### config.mk
export PLATFORM = sky130hd
export DESIGN_NAME = sim_safety_input_monitor
export DESIGN_NICKNAME = d
export VERILOG_FILES = /design/src/verilog/sim_pkg.sv /design/src/verilog/sim_dyn_channel.sv /design/src/verilog/sim_safety_input_monitor.sv
export SDC_FILE = /design/constraint.sdc
export NUM_CORES = 1
export LEC_CHECK = 0
export BUFFER_PORTS_ARGS = -buffer_cell sky130_fd_sc_hd__buf_2
export CORE_ASPECT_RATIO = 1.4
export CORE_MARGIN = 3
export CORE_UTILIZATION = 60
export DETAILED_ROUTE_END_ITERATION = 7
export HOLD_SLACK_MARGIN = 0.1
export PLACE_DENSITY = 0.78
export SYNTH_ARGS = -nofsm -noshare
export SYNTH_HDL_FRONTEND = slang
export SYNTH_SLANG_ARGS = --single-unit
### constraint.sdc
create_clock -name sys_clk_i -period 5.1 [get_ports sys_clk_i]
set_input_delay 0.51 -clock sys_clk_i [delete_from_list [all_inputs] [get_ports sys_clk_i]]
set_output_delay 0.51 -clock sys_clk_i [all_outputs]
set_load 0.02 [all_outputs]
### src/verilog/sim_pkg.sv
package sim_pkg;

  // ----------------------------------------------------------------
  // Clock and time base
  // ----------------------------------------------------------------
  localparam int CLK_PERIOD_NS = 10;
  localparam int TICK_NS       = 1000000;
  localparam int TICK_CYCLES   = TICK_NS / CLK_PERIOD_NS;
  localparam int TICK_MS       = 1;
  localparam int TICK_W        = 17;
  localparam int MS_W          = 11;

  // ----------------------------------------------------------------
  // Times in milliseconds
  // ----------------------------------------------------------------
  localparam int TEST_PULSE_WIDTH_MS         = 2;
  localparam int TEST_PULSE_PERIOD_MS        = 500;
  localparam int TEST_PULSE_RETURN_WINDOW_MS = 40;
  localparam int TEST_PULSE_PHASE_OFFSET_MS  = 70;
  localparam int INTERLOCK_MS                = 200;
  localparam int REST_MS                     = 1000;
  localparam int SYNC_MS                     = 100;

  // ----------------------------------------------------------------
  // Times in ticks
  // ----------------------------------------------------------------
  localparam logic [MS_W-1:0] TEST_PULSE_WIDTH =
    MS_W'(TEST_PULSE_WIDTH_MS / TICK_MS);
  localparam logic [MS_W-1:0] TEST_PULSE_PERIOD =
    MS_W'(TEST_PULSE_PERIOD_MS / TICK_MS);
  localparam logic [MS_W-1:0] TEST_PULSE_RETURN_WINDOW =
    MS_W'(TEST_PULSE_RETURN_WINDOW_MS / TICK_MS);
  localparam logic [MS_W-1:0] TEST_PULSE_PHASE_OFFSET =
    MS_W'(TEST_PULSE_PHASE_OFFSET_MS / TICK_MS);
  localparam logic [MS_W-1:0] INTERLOCK_TICKS =
    MS_W'(INTERLOCK_MS / TICK_MS);
  localparam logic [MS_W-1:0] REST_TICKS  = MS_W'(REST_MS / TICK_MS);
  localparam logic [MS_W-1:0] SYNC_TICKS  = MS_W'(SYNC_MS / TICK_MS);

  // ----------------------------------------------------------------
  // Phase of each drive output within the pulse period
  // ----------------------------------------------------------------
  localparam logic [MS_W-1:0] PHASE_FIRST  = 11'h000;
  localparam logic [MS_W-1:0] PHASE_SECOND = TEST_PULSE_PHASE_OFFSET;
  localparam logic [MS_W-1:0] PHASE_START  =
    MS_W'(2 * TEST_PULSE_PHASE_OFFSET_MS / TICK_MS);

  // ----------------------------------------------------------------
  // Reset values
  // ----------------------------------------------------------------
  localparam logic [MS_W-1:0]   MS_RST   = 11'h000;
  localparam logic [TICK_W-1:0] TICK_RST = 17'h00000;

  // ----------------------------------------------------------------
  // Types
  // ----------------------------------------------------------------
  typedef struct packed {
    logic sync_en;
    logic dyn_en;
    logic interlock_en;
    logic antivalent;
  } sim_cfg_t;

  typedef struct packed {
    logic energized;
    logic interlock_alert;
    logic sync_alert;
    logic cross_fault;
  } sim_status_t;

  localparam sim_status_t STATUS_RST = 4'h0;

  typedef enum logic [1:0] {
    IL_WATCH,
    IL_TIMING,
    IL_LOCKED
  } sim_il_state_t;

  // ----------------------------------------------------------------
  // Helpers
  // ----------------------------------------------------------------
  function automatic logic [MS_W-1:0] sim_phase_pos(
    input logic [MS_W-1:0] pos,
    input logic [MS_W-1:0] phase
  );
    logic [MS_W:0] sum;
    sum = {1'b0, pos} + {1'b0, TEST_PULSE_PERIOD} - {1'b0, phase};
    if (sum >= {1'b0, TEST_PULSE_PERIOD})
      sum = sum - {1'b0, TEST_PULSE_PERIOD};
    return sum[MS_W-1:0];
  endfunction

  function automatic logic [MS_W-1:0] sim_sat_inc(
    input logic [MS_W-1:0] v
  );
    return (v == {MS_W{1'b1}}) ? v : v + 11'h001;
  endfunction

endpackage

### src/verilog/sim_dyn_channel.sv
`timescale 1ns/100ps
module sim_dyn_channel
(
  input  wire logic                     sys_clk_i,
  input  wire logic                     rst_i,
  input  wire logic                     tick_i,
  input  wire logic                     enable_i,
  input  wire logic [sim_pkg::MS_W-1:0] pos_i,
  input  wire logic                     sense_i,
  output logic                          drive_o,
  output logic                          busy_o,
  output logic                          fault_o
);

  // ----------------------------------------------------------------
  // Pulse generation and return check
  // ----------------------------------------------------------------
  logic                     drive_d, busy_d, fault_d;
  logic                     armed_q, armed_d, seen_q, seen_d;
  logic                     prev_q, prev_d, away_q, away_d;
  logic [sim_pkg::MS_W-1:0] away_cnt_q, away_cnt_d;

  always_comb
  begin
    drive_d    = ~(enable_i && pos_i < sim_pkg::TEST_PULSE_WIDTH);
    busy_d     = enable_i && pos_i < sim_pkg::TEST_PULSE_RETURN_WINDOW
                 + sim_pkg::TEST_PULSE_WIDTH;
    fault_d    = fault_o;
    armed_d    = armed_q;
    seen_d     = seen_q;
    prev_d     = sense_i;
    away_d     = away_q;
    away_cnt_d = away_cnt_q;
    if (tick_i && enable_i && pos_i == sim_pkg::MS_RST)
    begin
      armed_d = sense_i;
      seen_d  = 1'b0;
    end
    else if (armed_q && !sense_i && busy_o)
      seen_d = 1'b1;
    if (tick_i && enable_i && armed_q && !seen_d
        && pos_i == sim_pkg::TEST_PULSE_RETURN_WINDOW)
    begin
      fault_d = 1'b1;
      armed_d = 1'b0;
    end
    if (busy_o)
      away_d = 1'b0;
    else if (prev_q && !sense_i)
    begin
      away_d     = 1'b1;
      away_cnt_d = sim_pkg::MS_RST;
    end
    else if (away_q && sense_i)
    begin
      away_d = 1'b0;
      if (away_cnt_q <= sim_pkg::TEST_PULSE_WIDTH)
        fault_d = 1'b1;
    end
    else if (away_q && tick_i)
      away_cnt_d = sim_pkg::sim_sat_inc(away_cnt_q);
  end

  always_ff @(posedge sys_clk_i)
  begin
    if (rst_i)
    begin
      drive_o    <= 1'b1;
      busy_o     <= 1'b0;
      fault_o    <= 1'b0;
      armed_q    <= 1'b0;
      seen_q     <= 1'b0;
      prev_q     <= 1'b0;
      away_q     <= 1'b0;
      away_cnt_q <= sim_pkg::MS_RST;
    end
    else
    begin
      drive_o    <= drive_d;
      busy_o     <= busy_d;
      fault_o    <= fault_d;
      armed_q    <= armed_d;
      seen_q     <= seen_d;
      prev_q     <= prev_d;
      away_q     <= away_d;
      away_cnt_q <= away_cnt_d;
    end
  end

endmodule

### src/verilog/sim_safety_input_monitor.sv
`timescale 1ns/100ps
module sim_safety_input_monitor
#(
  parameter int TICK_CYCLES = sim_pkg::TICK_CYCLES
)
(
  input  wire logic          sys_clk_i,
  input  wire logic          rst_i,
  input  sim_pkg::sim_cfg_t  cfg_i,
  input  wire logic          first_sense_channel_i,
  input  wire logic          second_sense_channel_i,
  input  wire logic          start_sense_input_i,
  output logic               first_drive_output_o,
  output logic               second_drive_output_o,
  output logic               start_drive_output_o,
  output sim_pkg::sim_status_t status_o
);

  // ----------------------------------------------------------------
  // Millisecond tick and pulse period position
  // ----------------------------------------------------------------
  logic [sim_pkg::TICK_W-1:0] tick_cnt_q, tick_cnt_d;
  logic                       tick_q, tick_d;
  logic [sim_pkg::MS_W-1:0]   pos_q, pos_d;

  always_comb
  begin
    tick_d     = 1'b0;
    tick_cnt_d = tick_cnt_q + 17'h00001;
    pos_d      = pos_q;
    if (tick_cnt_q == sim_pkg::TICK_W'(TICK_CYCLES - 1))
    begin
      tick_cnt_d = sim_pkg::TICK_RST;
      tick_d     = 1'b1;
    end
    if (tick_q)
    begin
      if (pos_q == sim_pkg::TEST_PULSE_PERIOD - 11'h001)
        pos_d = sim_pkg::MS_RST;
      else
        pos_d = pos_q + 11'h001;
    end
  end

  always_ff @(posedge sys_clk_i)
  begin
    if (rst_i)
    begin
      tick_cnt_q <= sim_pkg::TICK_RST;
      tick_q     <= 1'b0;
      pos_q      <= sim_pkg::MS_RST;
    end
    else
    begin
      tick_cnt_q <= tick_cnt_d;
      tick_q     <= tick_d;
      pos_q      <= pos_d;
    end
  end

  // ----------------------------------------------------------------
  // Test pulse channels
  // ----------------------------------------------------------------
  logic busy_first, busy_second, fault_first, fault_second, fault_start;

  sim_dyn_channel u_first
  (
    .sys_clk_i (sys_clk_i),
    .rst_i     (rst_i),
    .tick_i    (tick_q),
    .enable_i  (cfg_i.dyn_en),
    .pos_i     (sim_pkg::sim_phase_pos(pos_q, sim_pkg::PHASE_FIRST)),
    .sense_i   (first_sense_channel_i),
    .drive_o   (first_drive_output_o),
    .busy_o    (busy_first),
    .fault_o   (fault_first)
  );

  sim_dyn_channel u_second
  (
    .sys_clk_i (sys_clk_i),
    .rst_i     (rst_i),
    .tick_i    (tick_q),
    .enable_i  (cfg_i.dyn_en),
    .pos_i     (sim_pkg::sim_phase_pos(pos_q, sim_pkg::PHASE_SECOND)),
    .sense_i   (second_sense_channel_i),
    .drive_o   (second_drive_output_o),
    .busy_o    (busy_second),
    .fault_o   (fault_second)
  );

  sim_dyn_channel u_start
  (
    .sys_clk_i (sys_clk_i),
    .rst_i     (rst_i),
    .tick_i    (tick_q),
    .enable_i  (1'b1),
    .pos_i     (sim_pkg::sim_phase_pos(pos_q, sim_pkg::PHASE_START)),
    .sense_i   (start_sense_input_i),
    .drive_o   (start_drive_output_o),
    .busy_o    (),
    .fault_o   (fault_start)
  );

  // ----------------------------------------------------------------
  // Channel levels, held while a channel's own test pulse and its return window run
  // ----------------------------------------------------------------
  logic a_q, a_d, b_q, b_d;

  always_comb
  begin
    a_d = a_q;
    b_d = b_q;
    if (!busy_first)
      a_d = cfg_i.antivalent ? ~first_sense_channel_i
                             : first_sense_channel_i;
    if (!busy_second)
      b_d = second_sense_channel_i;
  end

  always_ff @(posedge sys_clk_i)
  begin
    if (rst_i)
    begin
      a_q <= 1'b0;
      b_q <= 1'b0;
    end
    else
    begin
      a_q <= a_d;
      b_q <= b_d;
    end
  end

  // ----------------------------------------------------------------
  // Synchronization supervision
  // ----------------------------------------------------------------
  logic [sim_pkg::MS_W-1:0] mis_cnt_q, mis_cnt_d;
  logic                     sync_alert_q, sync_alert_d;

  always_comb
  begin
    mis_cnt_d    = mis_cnt_q;
    sync_alert_d = sync_alert_q;
    if (!cfg_i.sync_en || a_q == b_q)
      mis_cnt_d = sim_pkg::MS_RST;
    else if (tick_q)
      mis_cnt_d = sim_pkg::sim_sat_inc(mis_cnt_q);
    if (!a_q && !b_q)
      sync_alert_d = 1'b0;
    if (mis_cnt_q >= sim_pkg::SYNC_TICKS)
      sync_alert_d = 1'b1;
  end

  always_ff @(posedge sys_clk_i)
  begin
    if (rst_i)
    begin
      mis_cnt_q    <= sim_pkg::MS_RST;
      sync_alert_q <= 1'b0;
    end
    else
    begin
      mis_cnt_q    <= mis_cnt_d;
      sync_alert_q <= sync_alert_d;
    end
  end

  // ----------------------------------------------------------------
  // Signal interlock supervision
  // ----------------------------------------------------------------
  sim_pkg::sim_il_state_t   il_q, il_d;
  logic [sim_pkg::MS_W-1:0] il_cnt_q, il_cnt_d;
  logic                     lead_a_q, lead_a_d;
  logic                     lead_on, other_on;

  always_comb
  begin
    il_d     = il_q;
    il_cnt_d = il_cnt_q;
    lead_a_d = lead_a_q;
    lead_on  = lead_a_q ? a_q : b_q;
    other_on = lead_a_q ? b_q : a_q;
    case (il_q)
      sim_pkg::IL_WATCH:
      begin
        il_cnt_d = sim_pkg::MS_RST;
        if (cfg_i.interlock_en && (a_q ^ b_q) && status_o.energized)
        begin
          il_d     = sim_pkg::IL_TIMING;
          lead_a_d = ~a_q;
        end
      end
      sim_pkg::IL_TIMING:
      begin
        if (tick_q)
          il_cnt_d = sim_pkg::sim_sat_inc(il_cnt_q);
        if (!other_on && !lead_on)
          il_d = sim_pkg::IL_WATCH;
        else if (lead_on)
        begin
          il_d     = sim_pkg::IL_LOCKED;
          il_cnt_d = sim_pkg::MS_RST;
        end
        else if (il_cnt_q >= sim_pkg::INTERLOCK_TICKS)
        begin
          il_d     = sim_pkg::IL_LOCKED;
          il_cnt_d = sim_pkg::MS_RST;
        end
      end
      sim_pkg::IL_LOCKED:
      begin
        if (a_q || b_q)
          il_cnt_d = sim_pkg::MS_RST;
        else if (tick_q)
          il_cnt_d = sim_pkg::sim_sat_inc(il_cnt_q);
        if (il_cnt_q >= sim_pkg::REST_TICKS)
          il_d = sim_pkg::IL_WATCH;
      end
      default:
        il_d = sim_pkg::IL_LOCKED;
    endcase
  end

  always_ff @(posedge sys_clk_i)
  begin
    if (rst_i)
    begin
      il_q     <= sim_pkg::IL_WATCH;
      il_cnt_q <= sim_pkg::MS_RST;
      lead_a_q <= 1'b0;
    end
    else
    begin
      il_q     <= il_d;
      il_cnt_q <= il_cnt_d;
      lead_a_q <= lead_a_d;
    end
  end

  // ----------------------------------------------------------------
  // Output state and status
  // ----------------------------------------------------------------
  sim_pkg::sim_status_t status_d;

  always_comb
  begin
    status_d                 = status_o;
    status_d.interlock_alert = (il_d == sim_pkg::IL_LOCKED);
    status_d.sync_alert      = sync_alert_q;
    status_d.cross_fault     = status_o.cross_fault | fault_first
                               | fault_second | fault_start;
    status_d.energized       = a_q && b_q
                               && il_d != sim_pkg::IL_LOCKED
                               && !sync_alert_q
                               && !status_d.cross_fault;
  end

  always_ff @(posedge sys_clk_i)
  begin
    if (rst_i)
      status_o <= sim_pkg::STATUS_RST;
    else
      status_o <= status_d;
  end

endmodule
# --- Yosys cells after proc, flatten, opt, wreduce, memory -nomap -nowiden ---
# Cells that the tools add are included.
classes:
  n_reduce_logical: 80
  n_bitwise: 13
  order_cmp: 15
  eq_ne: 21
  mux: 62
  n_addsub: 13
ops:
  columns: ["operator", "count"]
  rows:
  - ["$mux 11", 22]
  - ["$add 11x1->11 const B", 6]
  - ["$eq 11x11->1 const B", 5]
  - ["$logic_and 1x1->1", 40]
  - ["$ge 12x9->1 const B", 3]
  - ["$eq 11x6->1 const B", 3]
  - ["$le 11x2->1 const B", 3]
  - ["$logic_not 11->1", 3]
  - ["$lt 11x2->1 const B", 3]
  - ["$lt 11x6->1 const B", 3]
  - ["$mux 1", 33]
  - ["$pmux 11 s3", 1]
  - ["$sub 11x9->11 const B", 3]
  - ["$add 17x1->17 const B", 1]
  - ["$eq 17x17->1 const B", 1]
  - ["$reduce_or 2->1", 8]
  - ["$reduce_bool 2->1", 7]
  - ["$logic_not 1->1", 13]
  - ["$add 11x9->12 const B", 1]
  - ["$ne 2x1->1 const B", 6]
  - ["$reduce_and 4->1", 3]
  - ["$sub 12x7->12 const B", 1]
  - ["$sub 12x8->12 const B", 1]
  - ["$eq 11x9->1 const B", 1]
  - ["16 further kinds", 33]
word_totals:
  in_bits: 9
  regBits: 115
  word_cells: 242
  output_inout_bits: 7

# --- Logic depth before layout (Yosys ltp) ---
# Gate-level depths: netlist of run 1.
depth:
  depth_word: 15
  ltp_mapped: 16
  ltp_nobuf: 12

# --- Hierarchy ---
# A second synthesis of run 1 with hierarchy kept.
hier_totals:
  cells_unflattened: 938
  hier_area_um2: 7541.0
by_module_without_submodules:
  columns: ["module", "cells_per_inst", "area_per_inst_um2", "n_inst", "seq_area_each_um2"]
  rows:
  - ["sim_safety_input_monitor", 578, 4493.1, 1, 1221.2]
  - ["sim_dyn_channel", 120, 1016.0, 3, 360.3]

# --- Worst setup path before layout of run 1 ---
# No wires, ideal clock.
synth_timing:
  kind: "register to register"
  start: "reg pos_q[2] (netlist name)"
  end: "reg u_start.drive_o"
  t_arrival_ns: 3.498
  path_stages_with_launch: 15
  period_less_slack_ns: 3.625
  path_slack_ns: 1.475
  setup_ns: 0.127
  t_required_ns: 4.973
  path_buffers: 3
  cell_sequence: "dfxtp_1 > buf_2 > inv_1 > ha_1 > clkbuf_1 > nor2b_1 > nor3_1 > a21oi_1 > o41ai_1 > o32a_1 > buf_2 > nor2b_1 > a211oi_1 > or3_1 > or3_1"
synth_between:
  elab_chain_cells: 6
  elab_cells_between_ends: 7
  classes_between: "add/sub: 3; order compare: 2; mux: 1; bitwise: 1"
synth_lines:
  columns: ["item", "line_no", "source"]
  rows:
  - ["start, declared", "sim_safety_input_monitor.sv:24", "logic [sim_pkg::MS_W-1:0] pos_q, pos_d;"]
  - ["start signal, assigned", "sim_safety_input_monitor.sv:51", "pos_q <= sim_pkg::MS_RST;"]
  - ["start signal, assigned", "sim_safety_input_monitor.sv:57", "pos_q <= pos_d;"]
  - ["$add 11x9->12 *", "sim_pkg.sv:87", "sum = {1'b0, pos} + {1'b0, TEST_PULSE_PERIOD} - {1'b0, phase};"]
  - ["$sub 12x8->12 *", "sim_pkg.sv:87", null]
  - ["$sub 11x9->11 or $ge 12x9->1 (tied branches)", "sim_pkg.sv:89, sim_pkg.sv:88", null]
  - ["$mux 11 *", "sim_pkg.sv:88", "if (sum >= {1'b0, TEST_PULSE_PERIOD})"]
  - ["$lt 11x2->1 *", "sim_dyn_channel.sv:25", "drive_d = ~(enable_i && pos_i < sim_pkg::TEST_PULSE_WIDTH);"]
  - ["$not 1->1 *", "sim_dyn_channel.sv:25", null]
  - ["end signal, assigned", "sim_dyn_channel.sv:79", "drive_o <= drive_d;"]
  - ["end, declared", "sim_dyn_channel.sv:10", "output logic drive_o,"]
# Mark *: on every way between the ends. The rest lies on a longest branch, timed or not.
# A chain may end at the register's enable or synchronous reset.

# --- Worst setup path after layout of run 1 ---
layout_timing:
  start: "reg pos_q[3] (netlist name)"
  end: "reg u_start.drive_o"
# The elaborated chain is that of the path after synthesis.

==> results.py, run 1 <==
metrics = {
    "global_route": {
        "grt_pass1_vias": 6415,
        "antenna_found_initial": 0,
        "grtUsageTotal": 0.268,
        "grt_max_degree": 36,
        "gr-total-overflow": 0,
        "grt_pass1_wl_um": 29800,
    },
    "logic_synthesis": {
        "syn_inst": 908,
        "synth_nets": 945,
        "ys_ff_latch": 115,
        "synth.area.top_cells": "dfxtp_1 (32%), nor2_1 (7.3%), xor2_1 (6.3%), ha_1 (4.9%), xnor2_1 (4.8%)",
        "syn-cell-area_um2": 7180,
        "yosysSeqAreaShare": 0.321,
        "synth.top_cell.area_share": 0.321,
        "synth_warnings": 0,
        "synth-edff-count": 0,
        "ys_types": 83,
        "ys_async_sr_fraction": 0,
        "synth_flop_cell": "dfxtp_1",
        "syn_avg_cell_area_um2": 7.90,
        "yosysTopAreaCell": "dfxtp_1",
    },
    "place": {
        "place_ws_ns": 0.895,
        "io_buffers": 15,
        "dp_cells": 1037,
        "gp_congestion": 0.964,
        "dp_hpwl_um": 12300,
    },
    "hold_path": {
        "min_from": "start_sense_input_i",
        "hold_class": "input pin to register",
    },
    "power_and_ir_drop": {
        "power_leakage_nw": 2.97,
        "seqPwrFrac": 0.412,
        "ir_drop_mv": 0.249,
        "swShare": 0.223,
        "comb_power_share": 0.024,
        "powerDensity_nw_per_um2": 279,
        "p_int_w": 0.00173,
        "power_switching_w": 0.000495,
        "power_w": 0.00222,
        "clockPowerShare": 0.563,
    },
    "status": {
        "status": "finished, final reports clean",
    },
    "detailed_routing": {
        "postRouteAntennaNets": 0,
        "drc": 0,
        "vias_per_cell": 6.20,
        "drt-pass1-iter-count": 6,
        "routedWlPerCell_um": 16.5,
        "routed_wl_um": 17600,
        "vias": 6632,
        "drt_iter0_markers": 641,
    },
    "clocking": {
        "cts_num_sinks": 115,
        "htreeDepth": 4,
        "root_buffer": "clkbuf_16",
        "holdBufCountCts": 0,
        "cts_buffers": 17,
        "cts_tree": "yes",
        "ctsLongestPathBuffers": 2,
        "cts_setup_buffers": 0,
        "clk_latency_ns": 0.41,
        "post_cts_resized": 0,
        "path_clk_slew_ns": 0.06,
    },
    "cells_and_area": {
        "multi_input_area_um2": 4570,
        "layout.nets": 949,
        "final_cells": 1069,
        "diodes": 0,
        "syn_to_final_growth_pct": 10.8,
        "final_util": 0.691,
        "drive_gt1_frac": 0.0908,
        "ff_latch_area_um2": 2300,
        "nFillCells": 933,
    },
    "floorplan": {
        "rows": 46,
        "die_h_um": 135,
        "io_pins": 16,
        "fp.dieW_um": 98.4,
        "core_um2": 11500,
        "dieArea_um2": 13300,
        "start_util": 0.623,
    },
    "sta": {
        "setup_viol": 0,
        "period_share": 0.846,
        "hold_viol": 0,
        "rsz0062_at_grt": "no",
        "finalMaxSlewViolations": 0,
        "min_period_ns": 4.31,
        "fmax_mhz": 232,
        "fin_skew_ns": 0.00922,
        "layout_setup_ws_ns": 0.787,
        "tightest_slew_ns": 1.11,
        "fin_tns_setup_ns": 0,
        "max_slew_margin": 0.258,
    },
    "run": {
        "maxCapViolations": 0,
    },
    "setup_path": {
        "worstReg2RegStart": "pos_q[3]",
        "path_max_fanout": 18,
        "startpoint": "pos_q[3]",
        "end_kind": "register",
        "start_kind": "register",
        "cp.required_ns": 5.39,
        "crit_type": "register to register",
        "crit_arrival_ns": 4.60,
    },
}
[state kept, by name, indices dropped and copies added, names as in the netlist, 2 cells and up]
register and cells:
u_second.away_cnt_q 11, status_o 4, il_q 2, u_first.away_cnt_q 11, mis_cnt_q 11, tick_cnt_q 17, u_start.away_cnt_q 11, pos_q 11
il_cnt_q 11
[final timing paths]
kind                            cells after the start         endpoint  slack, ns
worst min register to register                      1    tick_cnt_q[0]       0.47
worst max register to register                     12  u_start.drive_o       0.79
worst min-delay path                                2   u_start.away_q       0.34
worst max-delay path                               12  u_start.drive_o       0.79
[synthesized netlist by cell type (3+ instances only)]
master / instances
nor2_1: 139
dfxtp_1: 115
nand2_1: 67
a21oi_1: 56
nand3_1: 52
xor2_1: 52
xnor2_1: 39
inv_1: 33
o21ai_0: 31
ha_1: 28
nor3_1: 27
nand4_1: 24
clkbuf_1: 22
a31oi_1: 13
and3_1: 13
nor4_1: 13
a211oi_1: 11
mux2i_1: 11
nor2b_1: 11
buf_2: 10
or3_1: 10
nand2b_1: 7
a2111oi_0: 6
a21o_1: 5
and2_1: 5
buf_1: 5
and4_1: 4
nand3b_1: 4
nor4b_1: 4
o211a_1: 4
o211ai_1: 4
o21a_1: 4
or2_2: 4
a311oi_1: 3
a41oi_1: 3
and3b_1: 3
nor3_2: 3
o21ai_1: 3
o31ai_1: 3
[per-stage QoR]
stage,instance area [um2],hold WS (ns)
2_1_floorplan,7180,0.430
3_3_place_gp,7330,0.447
3_5_place_dp,7330,0.465
4_1_cts,7950,0.328
5_1_grt,7950,0.356
6_report,7950,0.340
[worst max-delay path: stages (launching register included)]
cell	delay [ns]
dfxtp_1	0.66
inv_1	0.16
ha_1	0.30
buf_4	0.20
nor2b_1	0.19
nor3_1	0.39
a21oi_1	0.20
o41ai_1	0.43
o32a_1	0.65
nor2b_1	0.22
a211oi_1	0.08
or3_1	0.37
or3_1	0.34
[cells in the final DEF (no fill, tap or decap), drive strengths merged, types with 13 or more instances in the layout]
| cell type | instances |
|---|---|
| nor2 | 139 |
| buf | 25 |
| nor4 | 14 |
| o21ai | 35 |
| xor2 | 53 |
| nand2 | 68 |
| dfxtp | 115 |
| nor3 | 30 |
| and3 | 13 |
| ha | 28 |
| a31oi | 13 |
| inv | 37 |
| nand4 | 24 |
| clkbuf | 19 |
| nand3 | 52 |
| a21oi | 57 |
| xnor2 | 39 |
[cells by family (layout without fill, tap and decap cells)]
family | Yosys count | count (layout) | synth area share
and+or+nand+nor | 404 | 404 | 0.278
adders and majority gates | 29 | 29 | 0.0502
muxes | 13 | 13 | 0.0185
DFF | 115 | 115 | 0.321
buffers and inverters | 73 | 90 | 0.0425
xor gates and xnor gates | 92 | 92 | 0.113
AOI/OAI and AO/OA | 182 | 182 | 0.176
[final cells by class]
class                   count  share of cell area
clock buffers              19              0.0570
clock inverters            13              0.0214
inverters                  33              0.0156
multi-input cells         720               0.575
repair buffers             25              0.0189
flip-flops and latches    115               0.290
well taps                 144              0.0227
[per-layer routing]
layer,track usage,routed length (um)
met5,0,0
met3,0.0386,775
met2,0.463,8740
met4,0.124,678
met1,0.329,7400
[power by group through the flow]
| stage | Combinational [W] | Sequential [W] | Clock, W |
|---|---|---|---|
| after floorplan | 0.0000358 | 0.000934 | 0 |
| after global placement | 0.0000528 | 0.000934 | 0 |
| after detailed placement | 0.0000541 | 0.000935 | 0 |
| after CTS | 0.0000550 | 0.000915 | 0.00127 |
| after global routing | 0.0000614 | 0.000916 | 0.00130 |
| final | 0.0000542 | 0.000916 | 0.00125 |
No activity file was read; power rests on OpenSTA's default activity.
==> run 2: changes to the inputs <==
==> constraint.sdc (replaced) <==
create_clock -name sys_clk_i -period 4.39 [get_ports sys_clk_i]
set_input_delay 0.439 -clock sys_clk_i [delete_from_list [all_inputs] [get_ports sys_clk_i]]
set_output_delay 0.439 -clock sys_clk_i [all_outputs]
set_load 0.02 [all_outputs]
==> run 2 against run 1 <==
Effect of this change:
- die area stayed put
- combinational power grew 16%
- sequential cell count is the same
- largest power group unchanged
==> results.py, run 2 (same netlist as run 1, synthesis figures left out) <==
metrics = {
    "place": {
        "dp_hpwl_um": 12500,
        "io_buffers": 15,
        "gp_congestion": 1.01,
    },
    "floorplan": {
        "io_pins": 16,
        "die_h_um": 135,
        "start_util": 0.623,
        "rows": 46,
        "fp.dieW_um": 98.4,
        "core_um2": 11500,
        "dieArea_um2": 13300,
    },
    "hold_path": {
        "min_from": "start_sense_input_i",
        "min_to": "u_start.away_q",
        "whs_path_depth": 2,
        "hold_class": "input pin to register",
    },
    "global_route": {
        "antenna_found_initial": 0,
        "grt_pass1_vias": 6467,
        "grt_max_degree": 36,
        "gr-total-overflow": 0,
        "grtUsageTotal": 0.269,
        "grt_pass1_wl_um": 29900,
    },
    "setup_path": {
        "reg2reg_to": "u_second.armed_q",
        "worstReg2RegStart": "pos_q[2]",
        "start_kind": "register",
        "cp.required_ns": 4.69,
        "path_max_fanout": 15,
        "r2r_slack_ns": 0.39,
        "r2r_cells": 13,
        "crit_arrival_ns": 4.30,
        "end_kind": "register",
        "crit_type": "register to register",
    },
    "clocking": {
        "htreeDepth": 4,
        "clk_latency_ns": 0.41,
        "root_buffer": "clkbuf_16",
        "path_clk_slew_ns": 0.05,
        "holdBufCountCts": 0,
        "cts_buffers": 17,
        "cts_num_sinks": 115,
        "ctsLongestPathBuffers": 2,
        "cts_tree": "yes",
        "cts_setup_buffers": 0,
    },
    "sta": {
        "min_period_ns": 4.00,
        "fmax_mhz": 250,
        "hold_viol": 0,
        "setup_viol": 0,
        "rsz0062_at_grt": "no",
        "fin_skew_ns": 0.00551,
        "max_slew_margin": 0.328,
        "tightest_slew_ns": 1.00,
        "period_share": 0.911,
        "fin_tns_setup_ns": 0,
        "finalMaxSlewViolations": 0,
    },
    "detailed_routing": {
        "drt-pass1-iter-count": 5,
        "routedWlPerCell_um": 16.6,
        "vias_per_cell": 6.25,
        "drt_iter0_markers": 431,
        "routed_wl_um": 17800,
        "drc": 0,
        "postRouteAntennaNets": 0,
        "vias": 6701,
    },
    "cells_and_area": {
        "diodes": 0,
        "layout.nets": 954,
        "top_register": "tick_cnt_q",
        "drive_gt1_frac": 0.0969,
        "final_cell_mix": "nor2_1 (139), dfxtp_1 (114), nand2_1 (67)",
        "layout_commonest_cell": "nor2_1",
        "largest_register_ffs": 17,
        "syn_to_final_growth_pct": 11.1,
        "nFillCells": 983,
    },
    "power_and_ir_drop": {
        "ir_drop_mv": 0.221,
        "powerDensity_nw_per_um2": 317,
        "power_leakage_nw": 3.00,
        "power_w": 0.00253,
    },
    "status": {
        "status": "finished, final reports clean",
    },
    "run": {
        "maxCapViolations": 0,
    },
}
run 2: cell count changes in the layout (fill, tap and decap cells not counted), sizes merged:
cell,before,now
inv,37,33
clkinvlp,3,1
buf,25,30
clkbuf,19,22
clkinv,3,5
run 2: final cells by class:
class	instances	area [um2]	area share
tap	144	180	0.0226
clock buffer	22	464	0.0582
timing repair buffer	30	188	0.0235
multi-input combinational	720	4590	0.575
clock inverter	9	130	0.0163
sequential	115	2300	0.289
inverter	33	124	0.0155
run 2: worst max-delay path by stage:
| stage | cells past startpoint | slack (ns) | start | end |
|---|---|---|---|---|
| finish | 13 | 0.39 | pos_q[2] | u_second.armed_q |
| global route | 13 | 0.14 | pos_q[2] | u_second.armed_q |
| CTS | 11 | 0.13 | pos_q[3] | u_start.fault_o |
| detailed placement | 10 | 0.05 | pos_q[3] | u_start.drive_o |
| global placement | 10 | 0.30 | pos_q[3] | u_start.drive_o |
| floorplan | 14 | 0.76 | pos_q[2] | u_start.drive_o |
run 2: where the power goes:
| part | leakage, nW | internal (W) | total (W) | switching [W] |
|---|---|---|---|---|
| Clock | 0.290 | 0.000918 | 0.00140 | 0.000485 |
| Combinational | 1.78 | 0.0000208 | 0.0000628 | 0.0000419 |
| Sequential | 0.930 | 0.00105 | 0.00106 | 0.00000976 |
| Total | 3.00 | 0.00199 | 0.00253 | 0.000536 |
run 2: routing by layer:
layer / up-vias / share of wire / GRT usage / wire length (um)
li1: 3255 / - / - / -
met1: 3115 / 0.41 / 0.327 / 7370
met2: 262 / 0.49 / 0.464 / 8770
met3: 69 / 0.051 / 0.0505 / 907
met4: 0 / 0.042 / 0.116 / 744
met5: - / 0 / 0 / 0
run 2: worst max-delay path, stage by stage (launching register included):
cell	delay [ns]
dfxtp_1	0.59
inv_1	0.25
ha_1	0.35
buf_4	0.23
a21oi_1	0.10
and2_1	0.26
nor2_1	0.36
a21oi_1	0.20
a2111oi_0	0.49
o31a_1	0.21
o221ai_1	0.22
nor3_2	0.26
o21ai_1	0.11
a31o_1	0.23
run 2: through the flow:
stage	hold WS [ns]	utilization	cells	setup slack, ns	instance area (um2)
2_1_floorplan	0.430	-	908	0.765	7180
3_5_place_dp	0.461	0.640	1042	0.0516	7360
6_report	0.264	0.693	1073	0.390	7980
3_3_place_gp	0.444	0.640	1042	0.303	7360
4_1_cts	0.255	0.691	1073	0.135	7960
5_1_grt	0.268	0.693	1073	0.137	7980
run 2: what timing repair did:
action	CTS	global route
gates resized for setup	1	4
endpoints found under the setup margin	3	5
gates cloned	0	0
